==> config.mk <==
export PLATFORM = sky130hd
export DESIGN_NAME = dual_joint_launch
export DESIGN_NICKNAME = d
export VERILOG_FILES = /design/src/dual_launch_pkg.sv /design/src/launch_check_if.sv /design/src/launch_operand_check.sv /design/src/dual_joint_launch.sv
export SDC_FILE = /design/constraint.sdc
export NUM_CORES = 1
export LEC_CHECK = 0
export ABC_CLOCK_PERIOD_IN_PS = 2900
export BUFFER_PORTS_ARGS = -buffer_cell sky130_fd_sc_hd__buf_2
export CELL_PAD_IN_SITES_DETAIL_PLACEMENT = 0
export CELL_PAD_IN_SITES_GLOBAL_PLACEMENT = 1
export CORE_ASPECT_RATIO = 1.1
export CORE_UTILIZATION = 46
export CTS_BUF_LIST = sky130_fd_sc_hd__clkbuf_8
export DETAILED_ROUTE_END_ITERATION = 10
export PLACE_DENSITY = 0.88
export SYNTH_ARGS = -nofsm -noshare
export SYNTH_HDL_FRONTEND = slang
export SYNTH_HIERARCHICAL = 1
export SYNTH_SLANG_ARGS = --single-unit
==> constraint.sdc <==
create_clock -name hclk -period 2.9 [get_ports hclk]
set_input_delay 0.58 -clock hclk [delete_from_list [all_inputs] [get_ports hclk]]
set_output_delay 0.58 -clock hclk [all_outputs]
set_load 0.02 [all_outputs]
==> src/dual_launch_pkg.sv <==
// Constants for the dual-joint launch command handler.
// Assumes a 32-bit AHB-Lite register bus with word-aligned registers.
package dual_launch_pkg;
  localparam int unsigned OP_W = 16;

  // Register byte offsets
  localparam logic [7:0] CTRL_OFS     = 8'h00;
  localparam logic [7:0] MODSEL_OFS   = 8'h04;
  localparam logic [7:0] JSEL_OFS     = 8'h08;
  localparam logic [7:0] XSTEP_OFS    = 8'h0c;
  localparam logic [7:0] YSTEP_OFS    = 8'h10;
  localparam logic [7:0] ZSTEP_OFS    = 8'h14;
  localparam logic [7:0] MASK_OFS     = 8'h18;
  localparam logic [7:0] STATUS_OFS   = 8'h1c;
  localparam logic [7:0] IRQ_STAT_OFS = 8'h20;
  localparam logic [7:0] IRQ_CLR_OFS  = 8'h24;
  localparam logic [7:0] IRQ_EN_OFS   = 8'h28;

  // CTRL fields
  localparam int unsigned CTRL_COND_BIT = 0;
  localparam int unsigned CTRL_ADV_BIT  = 1;

  // STATUS fields
  localparam int unsigned ST_INSTR_FAULT_BIT = 0;
  localparam int unsigned ST_X_FAULT_BIT     = 1;
  localparam int unsigned ST_Y_FAULT_BIT     = 2;
  localparam int unsigned ST_X_MOVING_BIT    = 3;
  localparam int unsigned ST_Y_MOVING_BIT    = 4;
  localparam int unsigned ST_ERR_CODE_LSB    = 16;

  // Interrupt event bits
  localparam int unsigned EV_LAUNCH_BIT      = 0;
  localparam int unsigned EV_INSTR_FAULT_BIT = 1;
  localparam int unsigned EV_JOINT_FAULT_BIT = 2;
  localparam int unsigned EV_MASK_ERR_BIT    = 3;
  localparam int unsigned EV_W               = 4;

  // Operand limits and codes
  localparam logic [OP_W-1:0] STEP_MAX_STD   = 16'h001e;
  localparam logic [OP_W-1:0] STEP_MAX_ADV   = 16'h0050;
  localparam logic [OP_W-1:0] MASK_REQUIRED  = 16'h0003;
  localparam logic [OP_W-1:0] MODSEL_BUILTIN = 16'h0000;
  localparam logic [OP_W-1:0] JSEL_MAX       = 16'h0001;
  localparam logic [OP_W-1:0] ERR_MASK       = 16'h0128;
  localparam logic [OP_W-1:0] ERR_NONE       = 16'h0000;

  // Reset values
  localparam logic [31:0]     CTRL_RST = 32'h0000_0000;
  localparam logic [OP_W-1:0] OP_RST   = 16'h0000;
  localparam logic [EV_W-1:0] EV_RST   = 4'h0;
endpackage

==> src/launch_check_if.sv <==
// Operand bundle and verdicts between the launch handler and its checker.
// Both ends run on the same clock; the checker is purely combinational.
`timescale 1ns/1ps
`default_nettype none
interface launch_check_if;
  logic [dual_launch_pkg::OP_W-1:0] module_position_select;
  logic [dual_launch_pkg::OP_W-1:0] command_joint_select;
  logic [dual_launch_pkg::OP_W-1:0] x_joint_step_index;
  logic [dual_launch_pkg::OP_W-1:0] y_joint_step_index;
  logic [dual_launch_pkg::OP_W-1:0] joint_enable_mask;
  logic                             advanced_mode;
  logic                             instr_bad;
  logic                             x_step_bad;
  logic                             y_step_bad;
  logic                             mask_bad;

  modport handler (
    output module_position_select, command_joint_select, x_joint_step_index,
    output y_joint_step_index, joint_enable_mask, advanced_mode,
    input  instr_bad, x_step_bad, y_step_bad, mask_bad
  );
  modport checker_end (
    input  module_position_select, command_joint_select, x_joint_step_index,
    input  y_joint_step_index, joint_enable_mask, advanced_mode,
    output instr_bad, x_step_bad, y_step_bad, mask_bad
  );
endinterface
`default_nettype wire

==> src/launch_operand_check.sv <==
// Combinational operand checks for the dual-joint launch command.
// Assumes operands are stable registers in the handler's clock domain.
`timescale 1ns/1ps
`default_nettype none
module launch_operand_check (
  // Operands in, verdicts out
  launch_check_if.checker_end chk
);
  function automatic logic step_out_of_range(input logic [dual_launch_pkg::OP_W-1:0] step,
                                             input logic                             adv);
    logic [dual_launch_pkg::OP_W-1:0] lim;
    lim = adv ? dual_launch_pkg::STEP_MAX_ADV : dual_launch_pkg::STEP_MAX_STD;
    return step > lim;
  endfunction

  // Only the built-in positioning target is served
  assign chk.instr_bad  = (chk.command_joint_select > dual_launch_pkg::JSEL_MAX) ||
                          (chk.module_position_select != dual_launch_pkg::MODSEL_BUILTIN);
  assign chk.x_step_bad = step_out_of_range(chk.x_joint_step_index, chk.advanced_mode);
  assign chk.y_step_bad = step_out_of_range(chk.y_joint_step_index, chk.advanced_mode);
  // All 16 bits compared: bit 0 X, bit 1 Y, the rest must be clear
  assign chk.mask_bad   = chk.joint_enable_mask != dual_launch_pkg::MASK_REQUIRED;
endmodule
`default_nettype wire

==> src/dual_joint_launch.sv <==
// Dual-joint launch command handler with an AHB-Lite register slave.
// Assumes the motion engine reports end of motion per axis on this clock.
//
// Notes on behaviour
// - Launch only on rising edge of condition.
// - X uses x step, Y uses y step.
// - Bad step: joint fault, no motion.
// - Third-axis step operand is ignored entirely.
// - Mask bit0 X, bit1 Y, others must be clear.
// - Mask must equal 3, else code 296.
// - Bad joint select sets instruction fault flag.
// - Bad joint select leaves joint faults clear.
// - Valid joint select does not affect motion.
// - Module select must be 0 (built-in).
// - Readable moving and fault bits per axis.
`timescale 1ns/1ps
`default_nettype none
module dual_joint_launch (
  // Clock and reset
  input  wire logic                             hclk,
  input  wire logic                             hresetn,
  // AHB-Lite slave
  input  wire logic                             hsel,
  input  wire logic [31:0]                      haddr,
  input  wire logic [1:0]                       htrans,
  input  wire logic                             hwrite,
  input  wire logic [2:0]                       hsize,
  input  wire logic [31:0]                      hwdata,
  input  wire logic                             hready,
  output logic                                  hreadyout,
  output logic                                  hresp,
  output logic [31:0]                           hrdata,
  // Motion engine
  output logic                                  x_launch,
  output logic                                  y_launch,
  output logic [dual_launch_pkg::OP_W-1:0]      x_launch_step,
  output logic [dual_launch_pkg::OP_W-1:0]      y_launch_step,
  input  wire logic                             x_motion_done,
  input  wire logic                             y_motion_done,
  // Status
  output logic                                  x_joint_moving,
  output logic                                  y_joint_moving,
  output logic                                  x_joint_fault,
  output logic                                  y_joint_fault,
  output logic                                  instr_fault_flag,
  output logic                                  irq
);
  localparam int unsigned W = dual_launch_pkg::OP_W;

  typedef struct packed {
    logic            dp_write;
    logic [7:0]      dp_addr;
    logic [31:0]     rdata;
    logic            cond;
    logic            cond_prev;
    logic            adv;
    logic [W-1:0]    modsel;
    logic [W-1:0]    jsel;
    logic [W-1:0]    xstep;
    logic [W-1:0]    ystep;
    logic [W-1:0]    zstep;
    logic [W-1:0]    mask;
    logic [W-1:0]    err_code;
    logic            instr_fault;
    logic            x_fault;
    logic            y_fault;
    logic            x_moving;
    logic            y_moving;
    logic            x_go;
    logic            y_go;
    logic [W-1:0]    x_go_step;
    logic [W-1:0]    y_go_step;
    logic [dual_launch_pkg::EV_W-1:0] ev_stat;
    logic [dual_launch_pkg::EV_W-1:0] ev_en;
  } state_s;

  state_s st_q;
  state_s st_d;

  launch_check_if chk_if ();

  launch_operand_check u_check (
    .chk (chk_if.checker_end)
  );

  // Third-axis step is held for readback only and never reaches the checker
  assign chk_if.module_position_select = st_q.modsel;
  assign chk_if.command_joint_select   = st_q.jsel;
  assign chk_if.x_joint_step_index     = st_q.xstep;
  assign chk_if.y_joint_step_index     = st_q.ystep;
  assign chk_if.joint_enable_mask      = st_q.mask;
  assign chk_if.advanced_mode          = st_q.adv;

  function automatic logic [31:0] read_word(input state_s s, input logic [7:0] a);
    logic [31:0] r;
    r = 32'h0000_0000;
    unique case (a)
      dual_launch_pkg::CTRL_OFS: begin
        r[dual_launch_pkg::CTRL_COND_BIT] = s.cond;
        r[dual_launch_pkg::CTRL_ADV_BIT]  = s.adv;
      end
      dual_launch_pkg::MODSEL_OFS: r[W-1:0] = s.modsel;
      dual_launch_pkg::JSEL_OFS:   r[W-1:0] = s.jsel;
      dual_launch_pkg::XSTEP_OFS:  r[W-1:0] = s.xstep;
      dual_launch_pkg::YSTEP_OFS:  r[W-1:0] = s.ystep;
      dual_launch_pkg::ZSTEP_OFS:  r[W-1:0] = s.zstep;
      dual_launch_pkg::MASK_OFS:   r[W-1:0] = s.mask;
      dual_launch_pkg::STATUS_OFS: begin
        r[dual_launch_pkg::ST_INSTR_FAULT_BIT] = s.instr_fault;
        r[dual_launch_pkg::ST_X_FAULT_BIT]     = s.x_fault;
        r[dual_launch_pkg::ST_Y_FAULT_BIT]     = s.y_fault;
        r[dual_launch_pkg::ST_X_MOVING_BIT]    = s.x_moving;
        r[dual_launch_pkg::ST_Y_MOVING_BIT]    = s.y_moving;
        r[dual_launch_pkg::ST_ERR_CODE_LSB +: W] = s.err_code;
      end
      dual_launch_pkg::IRQ_STAT_OFS: r[dual_launch_pkg::EV_W-1:0] = s.ev_stat;
      dual_launch_pkg::IRQ_EN_OFS:   r[dual_launch_pkg::EV_W-1:0] = s.ev_en;
      default: r = 32'h0000_0000;
    endcase
    return r;
  endfunction

  logic                             addr_phase;
  logic                             edge_seen;
  logic [dual_launch_pkg::EV_W-1:0] ev_set;
  logic [dual_launch_pkg::EV_W-1:0] ev_clr;

  assign addr_phase = hsel && htrans[1] && hready;

  always_comb begin
    st_d      = st_q;
    ev_set    = dual_launch_pkg::EV_RST;
    ev_clr    = dual_launch_pkg::EV_RST;
    st_d.x_go = 1'b0;
    st_d.y_go = 1'b0;

    // Data phase of a write: registers load from hwdata
    if (st_q.dp_write) begin
      unique case (st_q.dp_addr)
        dual_launch_pkg::CTRL_OFS: begin
          st_d.cond = hwdata[dual_launch_pkg::CTRL_COND_BIT];
          st_d.adv  = hwdata[dual_launch_pkg::CTRL_ADV_BIT];
        end
        dual_launch_pkg::MODSEL_OFS:  st_d.modsel = hwdata[W-1:0];
        dual_launch_pkg::JSEL_OFS:    st_d.jsel   = hwdata[W-1:0];
        dual_launch_pkg::XSTEP_OFS:   st_d.xstep  = hwdata[W-1:0];
        dual_launch_pkg::YSTEP_OFS:   st_d.ystep  = hwdata[W-1:0];
        dual_launch_pkg::ZSTEP_OFS:   st_d.zstep  = hwdata[W-1:0];
        dual_launch_pkg::MASK_OFS:    st_d.mask   = hwdata[W-1:0];
        dual_launch_pkg::IRQ_CLR_OFS: ev_clr = hwdata[dual_launch_pkg::EV_W-1:0];
        dual_launch_pkg::IRQ_EN_OFS:  st_d.ev_en = hwdata[dual_launch_pkg::EV_W-1:0];
        default: ;
      endcase
    end

    st_d.dp_write = addr_phase && hwrite;
    st_d.dp_addr  = {haddr[7:2], 2'b00};
    // Read data is registered at the address phase so hrdata comes from a flop
    if (addr_phase && !hwrite) begin
      st_d.rdata = read_word(st_q, {haddr[7:2], 2'b00});
    end

    // The engine's done pulse ends motion of that axis
    if (x_motion_done) begin
      st_d.x_moving = 1'b0;
    end
    if (y_motion_done) begin
      st_d.y_moving = 1'b0;
    end

    // A held condition is seen once; only the low-to-high change launches
    st_d.cond_prev = st_q.cond;
    edge_seen      = st_q.cond && !st_q.cond_prev;
    if (edge_seen) begin
      // Each evaluation reports afresh, so old faults are dropped here
      st_d.instr_fault = 1'b0;
      st_d.x_fault     = 1'b0;
      st_d.y_fault     = 1'b0;
      st_d.err_code    = dual_launch_pkg::ERR_NONE;
      if (chk_if.instr_bad) begin
        // Discarded; joint faults stay clear
        st_d.instr_fault = 1'b1;
        ev_set[dual_launch_pkg::EV_INSTR_FAULT_BIT] = 1'b1;
      end else if (chk_if.x_step_bad || chk_if.y_step_bad) begin
        st_d.x_fault = chk_if.x_step_bad;
        st_d.y_fault = chk_if.y_step_bad;
        ev_set[dual_launch_pkg::EV_JOINT_FAULT_BIT] = 1'b1;
      end else if (chk_if.mask_bad) begin
        st_d.err_code = dual_launch_pkg::ERR_MASK;
        ev_set[dual_launch_pkg::EV_MASK_ERR_BIT] = 1'b1;
      end else begin
        // Joint select value plays no part past this point
        st_d.x_go      = 1'b1;
        st_d.y_go      = 1'b1;
        st_d.x_go_step = st_q.xstep;
        st_d.y_go_step = st_q.ystep;
        st_d.x_moving  = 1'b1;
        st_d.y_moving  = 1'b1;
        ev_set[dual_launch_pkg::EV_LAUNCH_BIT] = 1'b1;
      end
    end

    // New events win over a clear in the same cycle
    st_d.ev_stat = (st_q.ev_stat & ~ev_clr) | ev_set;
  end

  always_ff @(posedge hclk or negedge hresetn) begin
    if (!hresetn) begin
      st_q <= '0;
    end else begin
      st_q <= st_d;
    end
  end

  assign hreadyout        = 1'b1;
  assign hresp            = 1'b0;
  assign hrdata           = st_q.rdata;
  assign x_launch         = st_q.x_go;
  assign y_launch         = st_q.y_go;
  assign x_launch_step    = st_q.x_go_step;
  assign y_launch_step    = st_q.y_go_step;
  assign x_joint_moving   = st_q.x_moving;
  assign y_joint_moving   = st_q.y_moving;
  assign x_joint_fault    = st_q.x_fault;
  assign y_joint_fault    = st_q.y_fault;
  assign instr_fault_flag = st_q.instr_fault;
  assign irq              = |(st_q.ev_stat & st_q.ev_en);
endmodule
`default_nettype wire

Yosys cells after proc, flatten, opt, wreduce, memory -nomap -nowiden
Index checks and enable logic that the tools add are counted.
- RAM bits: 0
- memories kept: 0
- output and inout bits: 74
- ROM bits: 0
- word-level logic and storage cells: 101
- bits in latches: 0
- flip-flop bits (word level): 194
- muxes and demuxes: 27
- div/mod/pow operators: 0
- shifts and indexed selects: 0
- $add $sub $neg: 0
- reduce and logical (&&, ||, !) cells: 22
- eq/ne operators: 18
- bitwise logic cells: 7
- order comparisons: 3
- $mul: 0
- operator list (operator ; number):
    $mux 36 ; 3
    $pmux 11 s6 ; 1
    $eq 6x3->1 const B ; 7
    $mux 38 ; 1
    $mux 9 ; 4
    $gt 16x16->1 ; 2
    $eq 6x2->1 const B ; 4
    $eq 6x4->1 const B ; 4
    $pmux 2 s10 ; 1
    $pmux 2 s9 ; 1
    $gt 16x1->1 const B ; 1
    $ne 16x2->1 const B ; 1
    $reduce_and 2->1 ; 8
    $reduce_bool 16->1 ; 1
    $eq 6x1->1 const B ; 2
    $mux 4 ; 3
    $mux 1 ; 9
    $and 4x4->4 ; 2
    $logic_not 8->1 ; 1
    $mux 7 ; 1
    $pmux 1 s7 ; 1
    $logic_not 6->1 ; 1
    $logic_and 1x1->1 ; 5
    $mux 2 ; 2
    other kinds (7) ; 11

Longest topological paths before layout
- depth in word-level cells: 7
- depth in mapped cells: 11

Modules after synthesis
Netlist, hierarchy kept.
- by module, submodules not included (module ; area each (um^2) ; cells an instance ; instances):
    dual_joint_launch ; 7666.1 ; 586 ; 1
    launch_operand_check ; 374.1 ; 48 ; 1

Worst setup path after synthesis
Ideal clock, no wire load.
- path type: register to register
- start point: reg st_q (netlist bit chk_if.advanced_mode)
- end point: reg st_q (netlist bit x_launch_step[0])
- data required time: 2.775 ns
- cell stages (with the launch flop): 11
- setup time: 0.125 ns
- clock period less this slack: 2.650 ns
- arrival: 2.525 ns
- setup slack: 0.250 ns
- cells stage by stage: dfrtp_1 -> inv_1 -> ha_1 -> a211o_1 -> nor3_1 -> o211ai_1 -> nor4_2 -> nor2b_1 -> buf_4 -> buf_4 -> mux2_2
- longest elaborated chain between the ends: 5
- RTL lines (item ; line ; text):
    start, declared ; dual_joint_launch.sv:77 ; state_s st_q;
    start signal, assigned ; dual_joint_launch.sv:211 ; st_q <= st_d;
    $mux 7 ; launch_operand_check.sv:12 ; lim = adv ? dual_launch_pkg::STEP_MAX_ADV : dual_launch_pkg::STEP_MAX_STD;
    $gt 16x16->1 ; launch_operand_check.sv:13 ; return step > lim;
    via chk_if.x_step_bad ; launch_check_if.sv:13 ; logic x_step_bad;
    $logic_or 1x1->1 ; dual_joint_launch.sv:184 ; end else if (chk_if.x_step_bad || chk_if.y_step_bad) begin
    $not 1->1 (no line) ; -- ;
    $reduce_and 4->1 (no line) ; -- ;
The timed path passes the listed nets, and every way through them passes these cells.
A chain may end at the register's enable or synchronous reset.

Final worst setup path
- start point: reg st_q (netlist bit chk_if.module_position_select[5])
- end point: reg st_q (netlist bit y_launch_step[4])
- longest elaborated chain between the ends: 4
- RTL lines (item ; line ; text):
    $reduce_bool 16->1 ; launch_operand_check.sv:18 ; (chk.module_position_select != dual_launch_pkg::MODSEL_BUILTIN);
    $logic_or 1x1->1 ; launch_operand_check.sv:17 ; assign chk.instr_bad = (chk.command_joint_select > dual_launch_pkg::JSEL_MAX) ||
    via chk_if.instr_bad ; launch_check_if.sv:12 ; logic instr_bad;
    $not 1->1 (no line) ; -- ;
    $reduce_and 4->1 (no line) ; -- ;
The timed path passes the listed nets, and every way through them passes these cells.

==> reports/results.ini <==
[outcome]
outcome = finished, final reports clean

[placed_design]
hpwlAfterDp_mm = 14.7
place.port_buffers = 88
gpl.final_weighted_congestion = 0.841

[worst_setup_path]
slowest_stage = or4_4
regToRegSetupSlack_ns = 0.03
worst_ep_arrival_time_ns = 3.22
criticalPathCategory = register to register
critical_path_required_ns = 3.25
worst-path-buf-inv = 3
critical_path.max_fanout = 8
path_depth = 9
reg2reg_depth = 9
worstSetupStartpointType = register
setup_crit_start = chk_if.module_position_select[5]
critical-path-top-delay-family = simple AND/OR/NAND/NOR gates
cp_slowest_stage_delay_ns = 0.55
endpoint_kind = register
cp_common_cell = nor4_2
cp_cell_sequence = or4_4 -> nor4_2 -> nand4_1 -> buf_4 -> nor4_2 -> nor2b_4 -> buf_12 -> clkbuf_16 -> mux2_2
endpoint = y_launch_step[4]
timing.rr.end = y_launch_step[4]
reg2reg_from = chk_if.module_position_select[5]

[cells_and_area]
fin_nets = 775
antennaDiodeCount = 0
flow.area_growth_from_synthesis_pct = 11.1
drive_above_1_share = 0.439

[logic_synthesis]
yosysWarningCount = 6
synth_async_sr_flop_share = 1.00
synth_enable_flop_cells = 0
synth.cell_area_mm2 = 0.00804
postSynthAreaPerCell_um2 = 12.7
yosys_register_bits = 170
ys_types = 53
post_synth_fa_ha_maj_area_fraction = 0.0124
synthFlopType = dfrtp_1
synth_cells = 634
yosys.area_share.simple = 0.0829
synthXorXnorAreaFrac = 0
synth_top_family_by_area = multiplexers
synth_compound_gate_area_share = 0.0871
synth.yosys.seq_area_share = 0.529
share_of_cell_area_taken_by_muxes_after_synthesis = 0.200

[grt]
met3_usage = 0.0516
grt_util_met1 = 0.304
grt_antenna_before_repair = 0
track_usage = 0.242
overflow = 0
globalRoute.busiestLayer = met2
global_route.usage.met2 = 0.421
grt_start_max_net_pins = 64
vias_in_the_first_global_route = 5621
grt_pass1_wl_mm = 32.2

[pwr]
peakVddDrop_uv = 382
total_leakage_power_nw = 4.19
totalPowerFinal_w = 0.00459
power.density_mw_per_mm2 = 514

[route]
remaining_drc_errors = 0
wirelength_mm = 21.3
first_iter_violations = 463
vias_per_cell = 5.86
vias = 5495
firstDrtPassIters = 5
drt.antenna.violating_nets = 0
detail_routed_net_length_per_standard_cell_um = 22.7

[floorplan]
number_of_placement_rows = 50
fp.coreArea_mm2 = 0.0171
initial_utilization = 0.471
vert_die_dim_um = 141
ios = 150
die-width_um = 128
floorplan.die_area_mm2 = 0.0180

[min_path]
hold_path_class = input port to async pin

[sta]
timing.final.crit_period_ns = 2.87
whs_ns = 0.0752
worst_slew_margin_relative_to_its_limit = 0.370
report.final.setup_viol = 0
hold_viol = 0
fin_crit_sh = 0.989
timing.final.max_slew_violations = 0
timing_worst_slew_pin_value_ns = 0.945
finalClockSkew_ns = 0.0144
timing.fmax_mhz = 349

[cts]
clock_pin_transition_on_the_worst_setup_and_hold_timing_paths_ns = 0.09
tritoncts_clock_tree = yes
cts_num_sinks = 170
cts_htree_levels = 4
worstSkewPairLatency_ns = 0.47
clock_tree.root_cell = clkbuf_8
cts_max_path_buffers = 2
cts_buffers = 17

[job]
maxCapViolations = 0

## synthesized netlist by cell type (3+ instances only)
library cell	count	share of area
inv_1	7	0.0033
a31oi_1	15	0.012
nand2b_1	7	0.0054
buf_4	74	0.069
a21oi_1	5	0.0031
nand4_1	4	0.0031
mux2_2	136	0.19
a22oi_1	28	0.026
o21ai_0	9	0.0056
nor2b_1	7	0.0054
clkbuf_1	8	0.0037
nand3b_1	6	0.0056
o21a_1	3	0.0028
a22o_1	4	0.0044
nor2_1	21	0.0098
nor4_2	3	0.0047
nor3_1	7	0.0044
a21o_1	4	0.0037
nor4_1	13	0.010
nand3_1	4	0.0025
mux2i_1	8	0.010
a221oi_1	13	0.014
buf_2	13	0.0081
dfrtp_1	170	0.53
nand2_1	16	0.0075
ha_1	8	0.012
## metal layers
layer / routed length [µm] / vias to the layer above / part of all wire
li1: - / 2367 / -
met4: 299 / 0 / 0.014
met5: 0 / - / 0
met1: 8740 / 2862 / 0.41
met2: 11000 / 236 / 0.52
met3: 1270 / 30 / 0.059
## worst min-delay path by stage
stage / end / slack (ns) / cells after the start
global placement: st_q[160] / 0.44 / 0
finish: st_q[201] / 0.08 / 1
global route: x_joint_moving / 0.09 / 1
floorplan: chk_if.advanced_mode / 0.28 / 0
CTS: x_joint_moving / 0.08 / 1
detailed placement: st_q[160] / 0.45 / 0
## flip-flops by register name, indices dropped and copies added, names as in the netlist
name / flops
chk_if.module_position_select: 16
x_launch_step: 16
x_joint_fault: 1
chk_if.advanced_mode: 1
x_joint_moving: 1
y_launch_step: 16
x_launch: 1
instr_fault_flag: 1
chk_if.joint_enable_mask: 16
y_joint_fault: 1
chk_if.y_joint_step_index: 16
y_joint_moving: 1
hrdata: 17
st_q: 33
st_d: 1
chk_if.command_joint_select: 16
chk_if.x_joint_step_index: 16
## through the flow
stage	instance area, µm²	setup TNS [ns]	util	worst slack, ns	std cells
final	8930	0	0.523	0.0333	938
after CTS	8770	0	0.514	0.0316	930
after detailed placement	8400	0	0.492	0.0240	898
after floorplan	8090	0	-	0.250	647
after global routing	8930	-2.03	0.523	-0.0744	938
after global placement	8400	0	0.492	0.0831	898
## logic make-up after synthesis
group | Yosys count
flops | 170
mux | 144
simple gates | 111
buf+inv | 104
compound gates | 95
fa+ha+maj | 8
other cells | 2
## cells in the final DEF (no fill, tap or decap), drive strengths merged, types with 3 or more instances in the layout
| master | n |
|---|---|
| a21o | 4 |
| clkbuf | 20 |
| nor3b | 3 |
| conb | 15 |
| mux2 | 136 |
| dfrtp | 170 |
| nor2b | 7 |
| nand4 | 4 |
| inv | 13 |
| nor3 | 9 |
| nor2 | 23 |
| clkinv | 5 |
| nand3b | 6 |
| o21a | 3 |
| a22o | 4 |
| a21oi | 5 |
| mux2i | 8 |
| nand2 | 16 |
| o21ai | 9 |
| a22oi | 28 |
| buf | 120 |
| a31oi | 15 |
| nand2b | 7 |
| nand3 | 6 |
| ha | 8 |
| nor4 | 16 |
| a221oi | 13 |
## timing repair
| action | 4_1_cts | 5_1_grt |
|---|---|---|
| buffers inserted | 0 | 5 |
| hold buffers | 0 | 0 |
| endpoints found under the hold margin | 0 | 0 |
| setup endpoints to repair | 3 | 32 |
| gates resized for setup | 1 | 11 |
| pin swaps | 0 | 5 |
| cloned | 0 | 3 |
## worst register-to-register path, stage by stage, from the launching register on
cell	delay (ns)
dfrtp_1	0.43
or4_4	0.55
nor4_2	0.30
nand4_1	0.14
buf_4	0.18
nor4_2	0.26
nor2b_4	0.24
buf_12	0.15
clkbuf_16	0.17
mux2_2	0.34
## cell type report
type,instances,area (µm²)
clock inverters,14,123
repair buffers,122,791
inverters,7,26.3
multi-input cells,373,3200
flip-flops and latches,170,4260
clock buffers,18,248
fillers,1506,8150
well taps,234,293
## power by group
group | internal (W) | switching, W
clock | 0.000705 | 0.000890
combinational | 0.000163 | 0.000267
sequential | 0.00247 | 0.0000976
(Power assumes the default switching activity.)
